`src/shared/gpied_pkg.sv`:
```
// Purpose: shared constants and types for the gpio input edge detect block
// Assumes: register port driven by the serial host interface logic
// Notes:   offsets are register indices on the internal register port
`default_nettype none
package gpied_pkg;
  localparam int unsigned NPINS = 6;
  localparam int unsigned AW    = 8;
  localparam int unsigned DW    = 24;

  // register indices
  localparam logic [7:0] OFS_PORT_CTRL   = 8'h04;
  localparam logic [7:0] OFS_EDGE_ENABLE = 8'h05;
  localparam logic [7:0] OFS_INPUT_DATA  = 8'h06;
  localparam logic [7:0] OFS_INT_SUMMARY = 8'h07;

  // field positions (low bit of each six-bit field)
  localparam int unsigned POS_HI  = 16;
  localparam int unsigned POS_MID = 8;
  localparam int unsigned POS_LO  = 0;

  // values after reset
  localparam logic [5:0]  RST_FIELD = 6'h00;
  localparam logic [23:0] RST_WORD  = 24'h000000;

  typedef struct packed {
    logic [7:0]  addr;
    logic        wr;
    logic        rd;
    logic [23:0] wdata;
  } gpied_req_t;

  typedef struct packed {
    logic        valid;
    logic [23:0] data;
  } gpied_rsp_t;
endpackage
`default_nettype wire

```
`src/hw/gpied_sync.sv`:
```
// Purpose: two-flop synchroniser for the input pins
// Assumes: pins are asynchronous to clk
// Notes:   first stage is read only by the second stage
`timescale 1ns/1ns
`default_nettype none
module gpied_sync #(
  parameter int unsigned WIDTH = 6
) (
  input  wire logic             clk,
  input  wire logic             srst,
  input  wire logic [WIDTH-1:0] pin_async,
  output logic      [WIDTH-1:0] pin_sync
);
  typedef struct packed {
    logic [WIDTH-1:0] meta;
    logic [WIDTH-1:0] stable;
  } gpied_sync_state_t;

  gpied_sync_state_t s;
  gpied_sync_state_t next_s;

  always_comb
  begin
    next_s        = s;
    next_s.meta   = pin_async;
    next_s.stable = s.meta;
  end

  always_ff @(posedge clk)
  begin
    if (srst)
    begin
      s <= '0;
    end
    else
    begin
      s <= next_s;
    end
  end

  assign pin_sync = s.stable;
endmodule
`default_nettype wire

```
`src/hw/gpied_top.sv`:
```
// Purpose: input side of a six-pin gpio port: levels, edge detection, sticky flags
// Assumes: register requests arrive from the serial host interface, one cycle each
// Notes:   read data appears one cycle after the read request, with rsp.valid
//
// Function
// - falling edges on a pin are flagged only if its fall enable bit is set
// - rising edge on an input pin sets its sticky rise flag, bits 21:16
// - falling edge on an input pin sets its sticky fall flag, bits 13:8
// - reading the status register returns flags then clears them; concurrent edges survive
// - status bits 5:0 show present level of each enabled input pin, zero for other pins, read only
// - after reset all rise and fall flags are zero
// - rising edges on a pin are flagged only if its rise enable bit is set
// - pins with direction bit zero are inputs; only inputs are sampled and detected
// - pins whose enable bit is zero are inactive
`timescale 1ns/1ns
`default_nettype none
module gpied_top #(
  parameter int unsigned NPINS = gpied_pkg::NPINS
) (
  input  wire logic                 clk,
  input  wire logic                 srst,
  input  wire logic [NPINS-1:0]     pin_in,
  input  wire gpied_pkg::gpied_req_t req,
  output var gpied_pkg::gpied_rsp_t  rsp,
  output logic      [NPINS-1:0]     pin_enable,
  output logic      [NPINS-1:0]     pin_dir,
  output logic      [NPINS-1:0]     pin_out_data
);
  typedef struct packed {
    logic [NPINS-1:0] en;
    logic [NPINS-1:0] dir;
    logic [NPINS-1:0] out_data;
    logic [NPINS-1:0] rise_en;
    logic [NPINS-1:0] fall_en;
    logic [NPINS-1:0] rise_flags;
    logic [NPINS-1:0] fall_flags;
    logic [NPINS-1:0] prev;
    gpied_pkg::gpied_rsp_t rsp;
  } gpied_state_t;

  gpied_state_t     s;
  gpied_state_t     next_s;
  logic [NPINS-1:0] pin_sync;
  logic [NPINS-1:0] active;
  logic [NPINS-1:0] rise_hit;
  logic [NPINS-1:0] fall_hit;
  logic [NPINS-1:0] level;
  logic             rd_status;
  logic [23:0]      rdata;

  gpied_sync #(
    .WIDTH     (NPINS)
  ) u_sync (
    .clk       (clk),
    .srst      (srst),
    .pin_async (pin_in),
    .pin_sync  (pin_sync)
  );

  // a pin leaving input mode drops out at once; flags it already set stay until read
  assign active    = s.en & ~s.dir;
  assign level     = pin_sync & active;
  assign rise_hit  = active & s.rise_en & pin_sync & ~s.prev;
  assign fall_hit  = active & s.fall_en & ~pin_sync & s.prev;
  assign rd_status = req.rd && (req.addr == gpied_pkg::OFS_INPUT_DATA);

  always_comb
  begin
    rdata = gpied_pkg::RST_WORD;
    unique case (req.addr)
      gpied_pkg::OFS_PORT_CTRL:
      begin
        rdata[gpied_pkg::POS_HI  +: NPINS] = s.en;
        rdata[gpied_pkg::POS_MID +: NPINS] = s.dir;
        rdata[gpied_pkg::POS_LO  +: NPINS] = s.out_data;
      end
      gpied_pkg::OFS_EDGE_ENABLE:
      begin
        rdata[gpied_pkg::POS_HI  +: NPINS] = s.rise_en;
        rdata[gpied_pkg::POS_MID +: NPINS] = s.fall_en;
      end
      gpied_pkg::OFS_INPUT_DATA:
      begin
        // reserved bits stay zero
        rdata[gpied_pkg::POS_HI  +: NPINS] = s.rise_flags;
        rdata[gpied_pkg::POS_MID +: NPINS] = s.fall_flags;
        rdata[gpied_pkg::POS_LO  +: NPINS] = level;
      end
      default:
      begin
        // summary register and unmapped indices read zero here
        rdata = gpied_pkg::RST_WORD;
      end
    endcase
  end

  always_comb
  begin
    next_s           = s;
    // prev follows pin_sync every cycle, so turning an enable on never makes a false edge
    next_s.prev      = pin_sync;
    next_s.rsp.valid = req.rd;
    next_s.rsp.data  = req.rd ? rdata : gpied_pkg::RST_WORD;
    // set wins over read clear so an edge in the read cycle is kept
    if (rd_status)
    begin
      next_s.rise_flags = rise_hit;
      next_s.fall_flags = fall_hit;
    end
    else
    begin
      next_s.rise_flags = s.rise_flags | rise_hit;
      next_s.fall_flags = s.fall_flags | fall_hit;
    end
    if (req.wr)
    begin
      if (req.addr == gpied_pkg::OFS_PORT_CTRL)
      begin
        next_s.en       = req.wdata[gpied_pkg::POS_HI  +: NPINS];
        next_s.dir      = req.wdata[gpied_pkg::POS_MID +: NPINS];
        next_s.out_data = req.wdata[gpied_pkg::POS_LO  +: NPINS];
      end
      if (req.addr == gpied_pkg::OFS_EDGE_ENABLE)
      begin
        next_s.rise_en = req.wdata[gpied_pkg::POS_HI  +: NPINS];
        next_s.fall_en = req.wdata[gpied_pkg::POS_MID +: NPINS];
      end
      // status register writes are ignored
    end
  end

  always_ff @(posedge clk)
  begin
    if (srst)
    begin
      s <= '0;
    end
    else
    begin
      s <= next_s;
    end
  end

  assign rsp          = s.rsp;
  assign pin_enable   = s.en;
  assign pin_dir      = s.dir;
  assign pin_out_data = s.out_data;

  // level checks look at pin_in itself, so a broken synchroniser is caught as well
  chk_fall_needs_enable: assert property (@(posedge clk) disable iff (srst)
    1 |=> ((s.fall_flags & ~$past(s.fall_flags) & ~$past(s.fall_en)) == '0))
    else $error("fall flag set without fall enable");

  chk_rise_needs_enable: assert property (@(posedge clk) disable iff (srst)
    1 |=> ((s.rise_flags & ~$past(s.rise_flags) & ~$past(s.rise_en)) == '0))
    else $error("rise flag set without rise enable");

  chk_rise_edge_sets: assert property (@(posedge clk) disable iff (srst)
    (|rise_hit) |=> ((s.rise_flags & $past(rise_hit)) == $past(rise_hit)))
    else $error("rise edge not flagged");

  chk_fall_edge_sets: assert property (@(posedge clk) disable iff (srst)
    (|fall_hit) |=> ((s.fall_flags & $past(fall_hit)) == $past(fall_hit)))
    else $error("fall edge not flagged");

  chk_flags_sticky: assert property (@(posedge clk) disable iff (srst)
    !rd_status |=> ((s.rise_flags & $past(s.rise_flags)) == $past(s.rise_flags)
                 && (s.fall_flags & $past(s.fall_flags)) == $past(s.fall_flags)))
    else $error("flag dropped without status read");

  chk_read_clears: assert property (@(posedge clk) disable iff (srst)
    rd_status |=> (rsp.valid && rsp.data[21:16] == $past(s.rise_flags)
                && rsp.data[13:8] == $past(s.fall_flags)
                && s.rise_flags == $past(rise_hit) && s.fall_flags == $past(fall_hit)))
    else $error("status read did not return and clear flags");

  chk_level_bits: assert property (@(posedge clk) disable iff (srst)
    rd_status |=> (rsp.data[5:0] == ($past(pin_in, 3) & $past(s.en & ~s.dir))))
    else $error("level bits wrong");

  chk_reset_clear: assert property (@(posedge clk) disable iff (srst)
    $fell(srst) |-> (s.rise_flags == '0 && s.fall_flags == '0 && s.rise_en == '0
                     && s.fall_en == '0 && s.en == '0 && s.dir == '0))
    else $error("flags not clear after reset");

  chk_inactive_quiet: assert property (@(posedge clk) disable iff (srst)
    1 |=> (((s.rise_flags | s.fall_flags) & ~($past(s.rise_flags) | $past(s.fall_flags))
            & ~$past(s.en & ~s.dir)) == '0))
    else $error("flag set on inactive or output pin");

  chk_reserved_zero: assert property (@(posedge clk) disable iff (srst)
    rd_status |=> (rsp.data[23:22] == 2'h0 && rsp.data[15:14] == 2'h0 && rsp.data[7:6] == 2'h0))
    else $error("reserved status bits not zero");

  chk_disabled_quiet: assert property (@(posedge clk) disable iff (srst)
    1 |=> (((s.rise_flags | s.fall_flags) & ~($past(s.rise_flags) | $past(s.fall_flags))
            & ~$past(s.en)) == '0))
    else $error("flag set on disabled pin");

  chk_status_write_ignored: assert property (@(posedge clk) disable iff (srst)
    (req.wr && (req.addr == gpied_pkg::OFS_INPUT_DATA || req.addr == gpied_pkg::OFS_INT_SUMMARY))
    |=> ($stable(s.en) && $stable(s.dir) && $stable(s.out_data)
         && $stable(s.rise_en) && $stable(s.fall_en)))
    else $error("write to read-only register changed state");

  chk_port_ctrl_write: assert property (@(posedge clk) disable iff (srst)
    (req.wr && req.addr == gpied_pkg::OFS_PORT_CTRL)
    |=> (pin_enable == $past(req.wdata[gpied_pkg::POS_HI +: NPINS])
         && pin_dir == $past(req.wdata[gpied_pkg::POS_MID +: NPINS])
         && pin_out_data == $past(req.wdata[gpied_pkg::POS_LO +: NPINS])))
    else $error("port control write not applied");

  chk_edge_enable_write: assert property (@(posedge clk) disable iff (srst)
    (req.wr && req.addr == gpied_pkg::OFS_EDGE_ENABLE)
    |=> (s.rise_en == $past(req.wdata[gpied_pkg::POS_HI +: NPINS])
         && s.fall_en == $past(req.wdata[gpied_pkg::POS_MID +: NPINS])))
    else $error("edge enable write not applied");

  cov_rise_flag: cover property (@(posedge clk) disable iff (srst) |rise_hit ##1 rd_status);
  cov_fall_flag: cover property (@(posedge clk) disable iff (srst) |fall_hit ##1 rd_status);
  cov_edge_in_read: cover property (@(posedge clk) disable iff (srst) rd_status && (|rise_hit));
  cov_status_write: cover property (@(posedge clk) disable iff (srst) req.wr && (req.addr == gpied_pkg::OFS_INPUT_DATA));
  cov_output_pin_edge: cover property (@(posedge clk) disable iff (srst) |((pin_sync ^ s.prev) & s.en & s.dir));
endmodule
`default_nettype wire

```
`config.mk`:
```
export PLATFORM = sky130hd
export DESIGN_NAME = gpied_top
export DESIGN_NICKNAME = d
export VERILOG_FILES = /design/src/shared/gpied_pkg.sv /design/src/hw/gpied_sync.sv /design/src/hw/gpied_top.sv
export SDC_FILE = /design/constraint.sdc
export NUM_CORES = 1
export LEC_CHECK = 0
export ABC_CLOCK_PERIOD_IN_PS = 3600
export BUFFER_PORTS_ARGS = -buffer_cell sky130_fd_sc_hd__buf_2
export CAP_MARGIN = 20
export CORE_MARGIN = 2
export CORE_UTILIZATION = 57
export CTS_CLUSTER_DIAMETER = 40
export CTS_CLUSTER_SIZE = 40
export DETAILED_ROUTE_END_ITERATION = 16
export PLACE_DENSITY = 0.83
export SLEW_MARGIN = 20
export SYNTH_ARGS = -nofsm -noshare
export SYNTH_HDL_FRONTEND = slang
export SYNTH_SLANG_ARGS = --single-unit
export TNS_END_PERCENT = 5
```
`constraint.sdc`:
```
create_clock -name clk -period 3.6 [get_ports clk]
set_clock_uncertainty 0.2 [all_clocks]
set_input_delay 0.18 -clock clk [delete_from_list [all_inputs] [get_ports clk]]
set_output_delay 0.18 -clock clk [all_outputs]
set_load 0.02 [all_outputs]
```
Yosys cells after proc, flatten, opt, wreduce, memory -nomap -nowiden
Index checks and enable logic that the tools add are counted.
- flip-flop bits (word level): 85
- word-level logic and storage cells: 38
- output and inout bits: 43
- mux-type cells: 4
- reductions and logical operators: 4
- eq/ne operators: 3
- bitwise logic cells: 14
- operators by type and width (kind ; number):
    $and 6x6->6 ; 8
    $pmux 6 s3 ; 2
    $eq 8x3->1 const B ; 3
    $not 6->6 ; 3
    $mux 12 ; 1
    $or 6x6->6 ; 2
    $pmux 6 s2 ; 1
    $reduce_and 2->1 ; 2
    $reduce_or 2->1 ; 1
    $logic_and 1x1->1 ; 1
    $not 1->1 ; 1

Longest topological paths before layout
- depth in word-level cells: 7
- depth in mapped cells: 5
- depth with buffers taken out: 3

Modules after synthesis
From an unflattened synthesis, not the netlist that was laid out.
- cell total of the unflattened synthesis: 332
- area total of the unflattened synthesis: 3462.1 um2
- modules (own cells, without submodules) (module ; area an instance (um2) ; times used ; sequential area each (um2) ; cells each):
    gpied_top ; 3095.5 ; 1 ; 1341.3 ; 307
    gpied_sync ; 366.6 ; 1 ; 240.2 ; 25

Least setup slack after synthesis
OpenSTA, ideal clock, no wires.
- kind: input port to flip-flop
- start: in req[29] in the netlist's numbering
- end: reg s (netlist bit pin_dir[5])
- path buffers: 2
- required time: 3.328 ns
- slack: 2.073 ns
- setup time: 0.072 ns
- cell stages on the path: 5
- arrival: 1.256 ns
- cells stage by stage: nor4b_4 -> and4b_1 -> buf_6 -> buf_12 -> mux2i_1
- cells in the longest elaborated chain, start to end: 2
- ends and longest elaborated chain (item ; RTL line ; source):
    start: declaration ; gpied_top.sv:23 ; input wire gpied_pkg::gpied_req_t req,
    $eq 8x3->1 ; gpied_top.sv:117 ; if (req.addr == gpied_pkg::OFS_PORT_CTRL)
    $reduce_and 2->1 (no line) ; - ;
    end signal: assignment ; gpied_top.sv:140 ; s <= next_s;
    end: declaration ; gpied_top.sv:41 ; gpied_state_t s;
Every way passes these cells.
A chain may end at the register's enable or synchronous reset.

Worst setup path after layout
- start: in req[29] in the netlist's numbering
- end: reg s (netlist bit pin_enable[3])
Same word-level chain as after synthesis.

==> metrics <==
YS warnings=0; critical path, cell by cell=buf_2, nor4b_4, and4b_1, mux2i_1; gp weighted congestion=0.821; Die H=81.7 um; worst skew pair latency=between 300 and 400 ps; clock share of power=42.0%; r2r worst-path depth=3; Main synth FF type=dfxtp_1; peak supply drop=roughly 0.26 mV; worst-margin pin slew=934 ps; CTS Buf Count=9; Die Width=81.7 um; GRT overflow=0; final hold slack=around 56 ps; Max H-tree Level=3; full die area=0.00668 mm^2; Pre-Repair DR Iteration Count=4; critical path type=input port to flop; Crit Path Max Fanout=13; status=completed; initial drt markers=130; EDFF count, synth=0; Crit. End Element=flop; final WL=6920 um; layout overhead on the synthesized area=15.8%; Initial Utilization=58.5%; ant diodes=0; post-CTS setup buffers=0; fraction of layout cells with a size suffix above 1=24.2%; asr flop ratio synth=0%; final setup fails=0; top-count cell post-synth=dfxtp_1; Slowest Stage Delay on Critical Path=between 800 and 900 ps; final core utilization=around two thirds; Worst Path Required=3670 ps; Critical R2R Launch=pin_enable[4]$_SDFFE_PP0P_; post-route setup TNS=0 ps; reg2reg end=rsp[4]$_SDFF_PP0_; Core Footprint=roughly 0.0059 mm^2; post-synth top area cell=dfxtp_1; CP Buf/Inv Count=1; Synth top cells by count=dfxtp_1 (79), nand2b_1 (54), buf_4 (43); Mean Syn Cell Area=a little over 10 um^2; Slew Limit Fails=0; register area share after synthesis=45.9%; Worst path slowest cell=and4b_1; f_max=540 MHz; wire per inst=14.8 um; antenna violations before repair=0; MaxCap Viol Count=0; switching portion of total power=21.4%; DP Worst Slack=1400 ps; CP top delay family=simple AND/OR/NAND/NOR gates; Comb pwr share=6.4%; RSZ-0062 raised after global routing=no; Hold Path Class=input port to flop; CTS sink count=79; Final Worst Setup Slack=1750 ps; total placed cells including tap cells=~430; nets=430; Synth top area share=45.9%; CP arrival=1920 ps; antenna viol nets, final=0; worst setup path end=pin_enable[3]$_SDFFE_PP0P_; Period minus WS final=1850 ps; synthesized flop and latch total=just under 80; largest net degree at the start of global routing=49; sequential power share=a little over 50%; Cells after Synth=333; PortBufs=72; Mapped Area=~0.0034 mm^2; DRC violations left=0; top cells by area, synth=dfxtp_1 (46%), mux2i_1 (12%), nand2b_1 (9.8%); detailed placement HPWL=4540 um; Post-Layout Cell Count=468; vias per inst=5.15; Netlist cell types=26; LEAKAGE=about 1.7 nW; Rows=28; flop-to-flop setup slack=approximately 2400 ps; Clock Pin Slew Worst Setup and Hold Paths=80 ps; startpoint types=input port; vias=2411; CP Depth=4; max_slew headroom=between 30% and 40%; Fin. Hold Viols=0; first-pass GRT wire length=between 10000 and 15000 um; cts repair resizes=0; pwr dens=431 mW/mm^2; final period utilization=between 50% and 60%; Clock Tree Buf Depth=2; hold_buf cts=25; CTS tree=built; CP Launch Point=req[29]; Ports=85; cell-internal power=1.35 mW; vias in the first global route=2327; GR Util All Layers=between 20 and 25%; sw power=367 uW; Clock Tree Root=clkbuf_8
==> through the flow <==
step / instance area [um^2] / total power [mW]
final: 3990 / 1.72
after detailed placement: 3520 / 0.995
after floorplan: 3460 / 0.968
after global placement: 3520 / 0.993
after global routing: 3990 / 1.77
after CTS: 3990 / 1.73
==> cell type report <==
type                    count  area [um^2]
clock inverters             5         81.3
multi-input cells         199         1470
fillers                   473         1900
repair buffers             99          626
flip-flops and latches     79         1580
clock buffers              11          141
well taps                  75         93.8
==> worst reg2reg max path, stage by stage (launching register included) <==
cell	delay (ps)
dfxtp_1	370
nor2b_1	270
nand3_1	140
a21oi_1	190
==> power by group through the flow <==
stage | registers, mW | clock network [mW] | logic (mW)
after floorplan | 0.905 | 0 | 0.0626
after global placement | 0.906 | 0 | 0.0867
after detailed placement | 0.907 | 0 | 0.0882
after CTS | 0.886 | 0.730 | 0.109
after global routing | 0.887 | 0.766 | 0.119
final | 0.887 | 0.721 | 0.110
==> logic make-up (layout without fill, tap and decap cells) <==
logic type             after synthesis  count (layout)  synth area share [%]
buffers and inverters               60             115                  12.1
DFF                                 79              79                  45.9
and+or+nand+nor                    120             120                  22.0
AOI/OAI and AO/OA                   31              31                  7.67
muxes                               42              42                  12.2
other                                1               6                 0.109
==> per-layer routing <==
layer	wire, um	up-vias	share of wire (%)	global-route usage [%]
li1	-	1188	-	-
met1	2890	1125	42	25.3
met2	3350	82	48	36.0
met3	468	16	6.8	7.80
met4	216	0	3.1	11.2
met5	0	-	0	0
==> cells in the final DEF, fill, tap and decap left out, types with 2 or more instances in the layout <==
master and count:
dfxtp_1 79, buf_2 72, nand2b_1 54, mux2i_1 42
nor2b_1 32, dlygate4sd3_1 25, nor2_1 13, a2bb2oi_1 12
clkbuf_8 10, nand3_1 7, a32o_1 6, nor3b_1 6
a22o_1 6, a21oi_1 6, conb_1 6, bufinv_16 2
buf_4 2
==> sequential cells by signal, indices dropped and copies added, names as in the netlist <==
name             flops
rsp                 19
u_sync.pin_sync      6
u_sync.next_s        6
pin_out_data         6
s                   30
pin_enable           6
pin_dir              6
==> worst min path at each step <==
stage	cells after the start	start	endpoint	slack, ps
after detailed placement	2	pin_in[1]	u_sync.next_s[1]$_SDFF_PP0_	190
final	2	srst	s[30]$_SDFF_PP0_	60
after CTS	2	srst	s[30]$_SDFF_PP0_	50
after floorplan	1	srst	rsp[24]$_SDFF_PP0_	70
after global placement	2	pin_in[3]	u_sync.next_s[3]$_SDFF_PP0_	190
after global routing	2	srst	s[30]$_SDFF_PP0_	100
Power figures use the tool's default switching activity.
